$ cat config.mk
export PLATFORM = sky130hd
export DESIGN_NAME = perf_monitor_trigger_control
export DESIGN_NICKNAME = d
export VERILOG_FILES = /design/src/perf_monitor_pkg.sv /design/src/perf_neg_detect.sv /design/src/perf_monitor_trigger_control.sv
export SDC_FILE = /design/constraint.sdc
export NUM_CORES = 1
export LEC_CHECK = 0
export ABC_AREA = 0
export BUFFER_PORTS_ARGS = -buffer_cell sky130_fd_sc_hd__clkbuf_2
export CAP_MARGIN = 20
export CELL_PAD_IN_SITES_DETAIL_PLACEMENT = 0
export CELL_PAD_IN_SITES_GLOBAL_PLACEMENT = 1
export CORE_ASPECT_RATIO = 1.2
export CORE_MARGIN = 2
export CORE_UTILIZATION = 25
export DETAILED_ROUTE_END_ITERATION = 12
export PLACE_DENSITY_LB_ADDON = 0.1
export SLEW_MARGIN = 20
export SYNTH_ARGS = -nofsm -noshare
export SYNTH_HDL_FRONTEND = slang
export SYNTH_SLANG_ARGS = --single-unit
$ cat constraint.sdc
create_clock -name clk -period 3.9 [get_ports clk]
set_input_delay 0.39 -clock clk [delete_from_list [all_inputs] [get_ports clk]]
set_output_delay 0.39 -clock clk [all_outputs]
set_load 0.03 [all_outputs]
$ cat src/perf_monitor_pkg.sv
// Constants for the monitor control register and its trigger logic
`default_nettype none
package perf_monitor_pkg;
  // Special register numbers
  localparam logic [9:0] SPR_CONTROL_ZERO = 10'h3B8;
  localparam logic [9:0] SPR_USER_MIRROR  = 10'h3A8;
  // Field positions, big-endian bit 0 is the msb of the word
  localparam int FC_POS        = 31 - 0;
  localparam int EXC_ENABLE_POS   = 31 - 5;
  localparam int FREEZE_EVENT_POS = 31 - 6;
  localparam int TB_EVENT_POS     = 31 - 9;
  localparam int P1CE_POS      = 31 - 16;
  localparam int PJCE_POS      = 31 - 17;
  localparam int TRIGGER_POS   = 31 - 18;
  localparam int SEL1_LSB      = 31 - 25;
  localparam int SEL1_W        = 7;
  localparam int SEL2_LSB      = 31 - 31;
  localparam int SEL2_W        = 6;
  // Reset value
  localparam logic [31:0] CONTROL_RESET = 32'h0000_0000;
endpackage
`default_nettype wire

$ cat src/perf_neg_detect.sv
// Counter negative detect and enabled-condition combiner
`timescale 1ns/1ps
`default_nettype none
module perf_neg_detect #(
  parameter int NUM_CNT = 4,
  parameter int CNT_W   = 32
) (
  // Counter values
  input  wire logic [NUM_CNT*CNT_W-1:0] cnt_values,
  // Enables
  input  wire logic                     first_counter_negative_enable,
  input  wire logic                     other_counter_negative_enable,
  // Results
  output logic                          first_negative,
  output logic                          enabled_negative
);
  logic [NUM_CNT-1:0] neg;  // Msb of each counter
  // Negative means most significant bit set
  genvar g;
  for (g = 0; g < NUM_CNT; g++) begin : g_neg
    assign neg[g] = cnt_values[g*CNT_W + CNT_W-1];
  end
  assign first_negative = neg[0];
  // Other counters act as conditions only when enabled
  assign enabled_negative = (first_counter_negative_enable & neg[0])
                          | (other_counter_negative_enable & (|neg[NUM_CNT-1:1]));
endmodule
`default_nettype wire

$ cat src/perf_monitor_trigger_control.sv
// Monitor control register zero, user mirror and trigger hold logic
`timescale 1ns/1ps
`default_nettype none
module perf_monitor_trigger_control #(
  parameter int NUM_CNT = 4,
  parameter int CNT_W   = 32
) (
  // Clock and reset
  input  wire logic                     clk,
  input  wire logic                     arst_n,
  // Special register move port
  input  wire logic                     spr_write,
  input  wire logic                     spr_read,
  input  wire logic [9:0]               spr_num,
  input  wire logic [31:0]              spr_wdata,
  output logic [31:0]                   spr_rdata,
  output logic                          spr_hit,
  // Counter values and events
  input  wire logic [NUM_CNT*CNT_W-1:0] cnt_values,
  input  wire logic                     timebase_event,
  input  wire logic                     monitor_interrupt,
  // Controls to the counters
  output logic                          first_counter_inc_enable,
  output logic                          other_counter_inc_enable,
  output logic [6:0]                    first_counter_event_select,
  output logic [5:0]                    second_counter_event_select,
  output logic [31:0]                   monitor_control_zero
);
  // Refuse sizes that the negative detect and the field packing cannot serve
  if (NUM_CNT < 2 || CNT_W < 2) begin : g_bad_size
    $error("Need at least two counters of two bits");
  end

  ////////////////////////////////////////////////////////////////////////
  // Condition detection
  logic first_negative;    // First counter msb
  logic enabled_negative;  // Enabled counter negative condition
  logic enabled_event;     // Any enabled condition or event

  perf_neg_detect #(.NUM_CNT(NUM_CNT), .CNT_W(CNT_W)) u_neg (
    .cnt_values                    (cnt_values),
    .first_counter_negative_enable (monitor_control_zero[perf_monitor_pkg::P1CE_POS]),
    .other_counter_negative_enable (monitor_control_zero[perf_monitor_pkg::PJCE_POS]),
    .first_negative                (first_negative),
    .enabled_negative              (enabled_negative)
  );

  assign enabled_event = enabled_negative
                       | (timebase_event & monitor_control_zero[perf_monitor_pkg::TB_EVENT_POS]);

  ////////////////////////////////////////////////////////////////////////
  // Register state
  logic [31:0] ctrl_reg;     // Control register zero
  logic [31:0] ctrl_next;
  logic [31:0] rdata_reg;    // Read data
  logic [31:0] rdata_next;
  logic        hit_reg;      // Access matched a register
  logic        hit_next;
  logic        inc1_reg;     // First counter permission
  logic        inc1_next;
  logic        incj_reg;     // Other counter permission
  logic        incj_next;
  logic        release_now;  // Trigger release this cycle

  assign release_now = ctrl_reg[perf_monitor_pkg::TRIGGER_POS]
                     & (first_negative | enabled_event);

  // Next values of the control register and outputs
  always_comb begin
    ctrl_next = ctrl_reg;
    // Software write to the control number only; mirror ignores writes
    if (spr_write && spr_num == perf_monitor_pkg::SPR_CONTROL_ZERO) begin
      ctrl_next = spr_wdata;
    end
    // Freeze on event only when not triggered
    if (enabled_event && ctrl_reg[perf_monitor_pkg::FREEZE_EVENT_POS]
        && !ctrl_reg[perf_monitor_pkg::TRIGGER_POS]) begin
      ctrl_next[perf_monitor_pkg::FC_POS] = 1'b1;
    end
    // Hardware clear of trigger wins over software write
    if (release_now) begin
      ctrl_next[perf_monitor_pkg::TRIGGER_POS] = 1'b0;
    end
    // Interrupt taken clears exception enable
    if (monitor_interrupt && ctrl_reg[perf_monitor_pkg::EXC_ENABLE_POS]) begin
      ctrl_next[perf_monitor_pkg::EXC_ENABLE_POS] = 1'b0;
    end
    // Read mux, both numbers show the control register
    rdata_next = 32'h0000_0000;
    hit_next   = 1'b0;
    if (spr_read && (spr_num == perf_monitor_pkg::SPR_CONTROL_ZERO
                     || spr_num == perf_monitor_pkg::SPR_USER_MIRROR)) begin
      rdata_next = ctrl_reg;
      hit_next   = 1'b1;
    end
    if (spr_write && spr_num == perf_monitor_pkg::SPR_CONTROL_ZERO) begin
      hit_next = 1'b1;
    end
    // Counting permissions
    inc1_next = !ctrl_next[perf_monitor_pkg::FC_POS];
    incj_next = !ctrl_next[perf_monitor_pkg::FC_POS]
              && !ctrl_next[perf_monitor_pkg::TRIGGER_POS];
  end

  // Register everything
  always_ff @(posedge clk or negedge arst_n) begin
    if (!arst_n) begin
      ctrl_reg  <= perf_monitor_pkg::CONTROL_RESET;
      rdata_reg <= 32'h0000_0000;
      hit_reg   <= 1'b0;
      inc1_reg  <= 1'b1;
      incj_reg  <= 1'b1;
    end else begin
      ctrl_reg  <= ctrl_next;
      rdata_reg <= rdata_next;
      hit_reg   <= hit_next;
      inc1_reg  <= inc1_next;
      incj_reg  <= incj_next;
    end
  end

  ////////////////////////////////////////////////////////////////////////
  // Outputs
  assign monitor_control_zero        = ctrl_reg;
  assign spr_rdata                   = rdata_reg;
  assign spr_hit                     = hit_reg;
  assign first_counter_inc_enable    = inc1_reg;
  assign other_counter_inc_enable    = incj_reg;
  assign first_counter_event_select  =
    ctrl_reg[perf_monitor_pkg::SEL1_LSB +: perf_monitor_pkg::SEL1_W];
  assign second_counter_event_select =
    ctrl_reg[perf_monitor_pkg::SEL2_LSB +: perf_monitor_pkg::SEL2_W];
endmodule
`default_nettype wire

==> results.md, run 1 <==
* Post-synthesis sequential area ratio at between 60% and 70%
* Fmax at between 0.4 and 0.5 GHz
* Area of the core at 10500 um2
* Initial Util at 25.7%
* CTS root buffer: clkbuf_16
* GPL Wtd Cong at around 0.69
* FF-to-FF setup slack at 2500 ps
* Hpwl dp at about 4400 um
* Initial antenna violation count at 0
* Yosys warnings at 0
* Vias in the first global route at about 1800
* DR pass1 iterations at 4
* Detailed-route DRC error count at 0
* CTS Buf Count at 9
* Worst hold path type: in -> async
* Max-cap violations at 0
* Crit path largest cell delay at 760 ps
* Max Root-Sink Buffers at 2
* Ports at 256
* Post-layout net count at between 400 and 500
* Fin. max-slew vios at 0
* Hold Buf Count CTS at 0
* Leak pwr at approximately 2.2 nW
* Worst-skew pair later-pin latency at around 330 ps
* ANT nets after route at 0
* Netlist cell types at 26
* CTS tree: yes
* DRT Wirelength at between 6000 and 7000 um
* First-pass GRT wire length at between 9000 and 10000 um
* CP startpoint kind: input pin
* Final setup vio count at 0
* Post-CTS setup buffer count at 0
* Layout cells sized above 1 at between 60% and 70%
* I/O Buffers at between 100 and 150
* Worst Max-Slew Pin Slew at between 900 and 1000 ps
* CP Launch Point: spr_num[1]
* DR iter-0 viols at 25
* Crit end category: register
* Status: completed
* Synth-to-layout area growth at 36.6%
* WP data arrival at about 2300 ps
* PwrDens at roughly 450 nW/um2
* Cells on worst reg2reg path at 4
* Die Y at approximately 120 um
* Gates resized, CTS repair at 0
* Worst r2r src: monitor_control_zero[14]$_DFFE_PN0N_
* Final min period at between 2000 and 2500 ps
* WP data required at roughly 4100 ps
* Skew final at approximately 4.9 ps
* Buffers & Inverters on Critical Path at 1
* Worst slew margin at roughly 38%
* Worst r2r dst: other_counter_inc_enable$_DFF_PN1_
* Syn nets at 352
* RSZ-0062 raised after global routing: no
* Detailed-route wire length per cell at 14.3 um
* Cell Area, Synth at about 2700 um2
* Row count at slightly above 40
* Largest net degree at the start of global routing at 42
* Period utilization at a little over half
* Critical path type: in -> reg
* Vias at 1769
* Peak VDD IR at about 0.23 mV
* Placement Cell Area at 3370 um2
* Vias per inst at between 4 and 5
* Die ar. at between 10000 and 15000 um2
* Fin area at between 3000 and 4000 um2
* Crit-path cells: clkbuf_2 -> nor4b_4 -> nand4_4 -> mux2_4
* Clock Pin Slew Worst Setup and Hold Paths at roughly 50 ps
* Delay-heaviest family, CP: simple AND/OR/NAND/NOR gates
* Avg Inst Size Synth at between 15 and 20 um2
* Final hold viol count at 0
* Post-Synthesis Cells at 176
* Crit Path Max Fanout at 31
* Clock sinks at between 60 and 70
* Filler cells at approximately 1100
* CP max-delay cell: nand4_4
* Inserted Diodes at 0
* H-tree Lvls at 3
* Tot GR Track Use at 11.2%
* Seq cells post-synth at 67
* Die X at 99.0 um
* Grt total ovfl at 0
* Setup TNS at 0 ps
==> layout make-up <==
class	count	area, um2	share of cell area, %
multi-input combinational	87	861	23.3
inverter	1	3.75	0.102
tap	129	161	4.37
clock buffer	10	239	6.47
sequential	67	1680	45.4
timing repair buffer	132	663	17.9
clock inverter	6	87.6	2.37
==> layer usage <==
metal	up-vias	part of all wire, %	track usage, %
met5	-	0	0
met4	0	1.9	4.62
met3	9	14	6.53
met2	104	41	15.9
met1	834	42	13.7
li1	822	-	-
==> state kept, by name, summed over array words and instances, names as in the netlist <==
register                  flops
first_counter_inc_enable      1
monitor_control_zero         32
other_counter_inc_enable      1
spr_hit                       1
spr_rdata                    32
==> placed cells by master, fill, tap and decap left out <==
| cell type | netlist | final |
|---|---|---|
| or2b_1 | 1 | 1 |
| a21boi_0 | 1 | 1 |
| and2_1 | 34 | 34 |
| and3b_1 | 1 | 1 |
| nand4_1 | 2 | 2 |
| dfrtp_1 | 65 | 65 |
| a21oi_1 | 2 | 2 |
| clkbuf_2 | 3 | 130 |
| and3_1 | 1 | 1 |
| or3b_1 | 1 | 1 |
| nand4b_1 | 1 | 1 |
| dfstp_2 | 2 | 2 |
| buf_2 | 0 | 1 |
| buf_4 | 15 | 1 |
| clkinv_2 | 0 | 2 |
| nor4b_4 | 1 | 1 |
| nor2_1 | 1 | 1 |
| clkbuf_16 | 0 | 9 |
| nand2_1 | 3 | 3 |
| inv_1 | 1 | 1 |
| o22ai_1 | 1 | 1 |
| mux2i_1 | 2 | 2 |
| nand4_4 | 2 | 2 |
| bufinv_16 | 0 | 2 |
| clkinv_4 | 0 | 1 |
| mux2_4 | 29 | 29 |
| o31ai_1 | 1 | 1 |
| and2b_1 | 1 | 1 |
| inv_6 | 0 | 1 |
| clkbuf_8 | 0 | 1 |
| and4_2 | 1 | 1 |
| a311o_1 | 1 | 1 |
==> stage by stage <==
step                util [%]  hold slack (ps)  setup slack [ps]  power, W  instances
floorplan                  -             94.4              2310  0.000750        176
global placement        32.0              476              1460  0.000798        416
detailed placement      32.0              481              1440  0.000799        416
CTS                     35.1              223              1790   0.00169        432
global route            35.1              248              1700   0.00173        432
finish                  35.1              208              1840   0.00166        432
==> synth_stat cells (all sizes together) <==
cell	count	share of area, %
dfrtp	65	60
and2	34	7.9
mux2	29	16
buf	18	5.4
nand4	4	2.0
clkbuf	3	0.55
nand2	3	0.42
a21oi	2	0.37
dfstp	2	1.9
mux2i	2	0.74
a21boi	1	0.28
a311o	1	0.37
and2b	1	0.28
and3	1	0.23
and3b	1	0.32
and4	1	0.37
inv	1	0.14
nand4b	1	0.32
nor2	1	0.14
nor4b	1	0.88
o22ai	1	0.23
o31ai	1	0.28
or2b	1	0.28
or3b	1	0.32
==> logic make-up after synthesis <==
| group | count (synthesis) | share of synthesized area, % |
|---|---|---|
| AOI/OAI and AO/OA | 6 | 1.53 |
| DFF | 67 | 62.1 |
| muxes | 31 | 16.8 |
| buffers and inverters | 22 | 6.11 |
| and+or+nand+nor | 50 | 13.5 |
==> worst max-delay path by stage <==
| stage | endpoint | depth (start not counted) |
|---|---|---|
| CTS | monitor_control_zero[8]$_DFFE_PN0N_ | 4 |
| global placement | monitor_control_zero[30]$_DFFE_PN0N_ | 4 |
| floorplan | monitor_control_zero[0]$_DFFE_PN0N_ | 4 |
| global route | monitor_control_zero[1]$_DFFE_PN0N_ | 4 |
| detailed placement | monitor_control_zero[8]$_DFFE_PN0N_ | 4 |
| finish | monitor_control_zero[8]$_DFFE_PN0N_ | 4 |
==> power by group <==
group | switching (W) | total (W) | internal (W)
clock network | 0.000297 | 0.000875 | 0.000578
logic | 0.0000447 | 0.0000775 | 0.0000328
registers | 0.00000481 | 0.000706 | 0.000701
total | 0.000347 | 0.00166 | 0.00131
Note: power is estimated with default switching activity, not from simulation.
==> inputs of run 2 (changes only) <==
--- a/config.mk
+++ b/config.mk
@@ -5,14 +5,14 @@
 export SDC_FILE = /design/constraint.sdc
 export NUM_CORES = 1
 export LEC_CHECK = 0
-export ABC_AREA = 0
+export ABC_AREA = 1
 export BUFFER_PORTS_ARGS = -buffer_cell sky130_fd_sc_hd__clkbuf_2
 export CAP_MARGIN = 20
 export CELL_PAD_IN_SITES_DETAIL_PLACEMENT = 0
 export CELL_PAD_IN_SITES_GLOBAL_PLACEMENT = 1
 export CORE_ASPECT_RATIO = 1.2
 export CORE_MARGIN = 2
-export CORE_UTILIZATION = 25
+export CORE_UTILIZATION = 24
 export DETAILED_ROUTE_END_ITERATION = 12
 export PLACE_DENSITY_LB_ADDON = 0.1
 export SLEW_MARGIN = 20
==> constraint.sdc (replaced) <==
create_clock -name clk -period 1.9 [get_ports clk]
set_input_delay 0.19 -clock clk [delete_from_list [all_inputs] [get_ports clk]]
set_output_delay 0.19 -clock clk [all_outputs]
set_load 0.03 [all_outputs]
==> results.md, run 2 <==
* Status: completed (unchanged)
* Inserted Diodes at 0 (unchanged)
* CTS tree: yes (unchanged)
* Delay-heaviest family, CP: flip-flops (was simple AND/OR/NAND/NOR gates)
* Reg area at 1680 um2 (unchanged)
* CTS Buf Count at 9 (unchanged)
* Vias at 2065 (was 1769)
* Post-Synthesis Cells at 265 (was 176)
* Setup TNS at 0 ps (unchanged)
* Placed Cells at 508 (was 416)
* Grt total ovfl at 0 (unchanged)
* Finished Layout Cells at 523 (was 432)
* Clock share of power at 46.7% (was 52.7%)
* Worst slew margin at 53.5% (was 38.4%)
* Crit path largest cell delay at 510 ps (was 760 ps)
* Post-CTS setup buffer count at 0 (unchanged)
* Tot GR Track Use at 11.8% (was 11.2%)
* Cell Area, Synth at 2650 um2 (was 2710 um2)
* Leading cell type in the layout, fill and taps excluded: clkbuf_2 (unchanged)
* Worst Max-Slew Pin Slew at 698 ps (was 924 ps)
* Area of the multi-input gates at 614 um2 (was 861 um2)
* Part of the power in registers at 47.5% (was 42.6%)
* Clock sinks at 67 (unchanged)
* Gates resized, CTS repair at 0 (unchanged)
* Initial Util at 24.4% (was 25.7%)
* Final setup vio count at 0 (unchanged)
* Leak pwr at 2.19 nW (was 2.16 nW)
* Max-cap violations at 0 (unchanged)
* Post-layout net count at 564 (was 474)
* Filler cells at 1212 (was 1061)
* GR Util met1 at 16.0% (was 13.7%)
* Worst hold path type: in -> reg (was in -> async)
* Seq cells post-synth at 67 (unchanged)
* Peak VDD IR at 0.327 mV (was 0.234 mV)
* Row count at 42 (was 41)
* GPL Wtd Cong at 0.689 (about the same)
* Count leader, synth: nor2_1 (was dfrtp_1)
* Worst-skew pair later-pin latency at 320 ps (was 330 ps)
* WP data arrival at 1040 ps (was 2260 ps)
* Post-synthesis sequential area ratio at 63.4% (was 62.1%)
* Critical path type: reg -> out (was in -> reg)
* Met2 Use GR at 16.0% (was 15.9%)
* WP data required at 1710 ps (was 4100 ps)
* Area of the core at 10900 um2 (was 10500 um2)
* Crit end category: output pin (was register)
* Largest net degree at the start of global routing at 60 (was 42)
* Synth cell count leaders: nor2_1 (69), dfrtp_1 (65), inv_1 (43) (was dfrtp_1 (65), and2_1 (34), mux2_4 (29))
* Synth-to-layout area growth at 35.7% (was 36.6%)
* Fmax at 0.812 GHz
* ANT nets after route at 0 (unchanged)
* I/O Buffers at 131 (unchanged)
* Pre-CTS WS at 429 ps (was 1440 ps)
* Combinational share of power at 5.7% (was 4.7%)
* Ports at 256 (unchanged)
* Layer with the highest usage: met1 (was met2)
* EDFF count, synth at 0 (unchanged)
* Main synth FF type: dfrtp_1 (unchanged)
* First-pass GRT wire length at 10500 um (was 9770 um)
* Largest area contributor in the netlist: dfrtp_1 (unchanged)
* Skew final at 4.02 ps (was 4.87 ps)
* CP max-delay cell: dfstp_2 (was nand4_4)
* Met3 Track Usage GR at 4.87% (was 6.53%)
* Detailed-route wire length per cell at 12.7 um (was 14.3 um)
* Crit-path cells: clkbuf_2 (was clkbuf_2 -> nor4b_4 -> nand4_4 -> mux2_4)
* Yosys top cell area share at 61.4% (was 60.1%)
* Netlist cell types at 20 (was 26)
* PwrDens at 846 nW/um2 (was 449 nW/um2)
* Yosys warnings at 0 (unchanged)
* DRT Wirelength at 6650 um (was 6200 um)
* Die X at 99.9 um (was 99.0 um)
* Avg Inst Size Synth at 10.0 um2 (was 15.4 um2)
* Vias in the first global route at 1988 (was 1781)
* Fin. max-slew vios at 0 (unchanged)
* DR iter-0 viols at 50 (was 25)
* Initial antenna violation count at 0 (unchanged)
* Period utilization at around 65%
* Sw Share at 22.3% (was 20.9%)
* Hpwl dp at 4800 um (was 4420 um)
* Buffers & Inverters on Critical Path at 1 (unchanged)
* Fraction of registers with async set/reset at 100% (unchanged)
* Die ar. at 11900 um2 (was 11700 um2)
* CP startpoint kind: register (was input pin)
* DR pass1 iterations at 4 (unchanged)
* Area contributors post-synth: dfrtp_1 (61%), nor2_1 (9.8%), inv_1 (6.1%) (was dfrtp_1 (60%), mux2_4 (16%), and2_1 (7.9%))
* Most frequent cells in the layout: clkbuf_2 (130), nor2_1 (69), dfrtp_1 (65) (was clkbuf_2 (130), dfrtp_1 (65), and2_1 (34))
* Die Y at 119 um (was 118 um)
* Max Root-Sink Buffers at 2 (unchanged)
* H-tree Lvls at 3 (unchanged)
* Final hold viol count at 0 (unchanged)
* Crit Path Max Fanout at 1 (was 31)
* Syn nets at 441 (was 352)
* Setup WS post-layout at 669 ps (was 1840 ps)
* Layout cells sized above 1 at 44.2% (was 60.4%)
* Final min period at roughly 1200 ps
* Vias per inst at 3.95 (was 4.09)
* CTS root buffer: clkbuf_16 (unchanged)
* Pwr Total at 0.00304 W (was 0.00166 W)
* Detailed-route DRC error count at 0 (unchanged)
* Net Sw Power at 0.000679 W (was 0.000347 W)
* Internal power at 0.00237 W (was 0.00131 W)
* RSZ-0062 raised after global routing: no (unchanged)
* Clock Pin Slew Worst Setup and Hold Paths at 50 ps (about the same)
-- run 2: changes by cell type after synthesis, sizes merged, moves of 3 or more --
cell,change
nor2,+72
and2,-34
nand4,-3
nand2,+12
inv,+44
nand3,+8
mux2,-29
buf,+5
a21oi,+28
-- run 2: routing by layer --
layer  share of wire (%)  wire, um
met2                  40      2650
met3                  11       740
met1                  47      3120
met4                 2.0       135
met5                   0         0
-- run 2: cell type report --
class                           instances  area share, %
Clock buffer                           10           6.37
Clock inverter                          4          0.557
Inverter                               45           4.70
Multi-Input combinational cell        129           17.1
Sequential cell                        67           46.7
Tap cell                              132           4.59
Timing Repair Buffer                  136           20.0
-- run 2: cells by family after synthesis --
logic type	Yosys count	synth area share, %
AOI/OAI and AO/OA	30	7.08
buffers and inverters	69	13.5
and+or+nand+nor	99	16.1
DFF	67	63.4
-- run 2: metrics by stage --
stage                     hold WS, ps  util, %  area [um2]
after floorplan                  -106        -        2650
final                             103     33.1        3600
after CTS                        89.6     33.1        3600
after detailed placement          251     30.7        3340
after global placement            247     30.7        3340
after global routing              103     33.1        3600
-- run 2: power groups by stage --
stage	sequential, W	clock [W]	combinational, W
6_report	0.00145	0.00142	0.000175
5_1_grt	0.00145	0.00155	0.000199
4_1_cts	0.00145	0.00148	0.000181
3_5_place_dp	0.00147	0	0.000178
3_3_place_gp	0.00147	0	0.000179
2_1_floorplan	0.00149	0	0.0000496
-- run 2: worst paths after layout --
path | startpoint | to | cells after the start | slack (ps)
worst max-delay path | other_counter_inc_enable$_DFF_PN1_ | other_counter_inc_enable | 1 | 670
worst min-delay path | spr_wdata[27] | monitor_control_zero[27]$_DFFE_PN0N_ | 3 | 100
worst max register to register | monitor_control_zero[22]$_DFFE_PN0N_ | other_counter_inc_enable$_DFF_PN1_ | 5 | 980
worst min register to register | monitor_control_zero[17]$_DFFE_PN0N_ | spr_rdata[17]$_DFF_PN0_ | 2 | 510
max in group asynchronous | arst_n | spr_rdata[29]$_DFF_PN0_ | 3 | 920
min in group asynchronous | arst_n | spr_rdata[0]$_DFF_PN0_ | 2 | 420
-- run 2: repair_timing --
action,CTS,global route
hold buffers,1,0
hold endpoints to repair,20,0
endpoints found under the setup margin,0,0
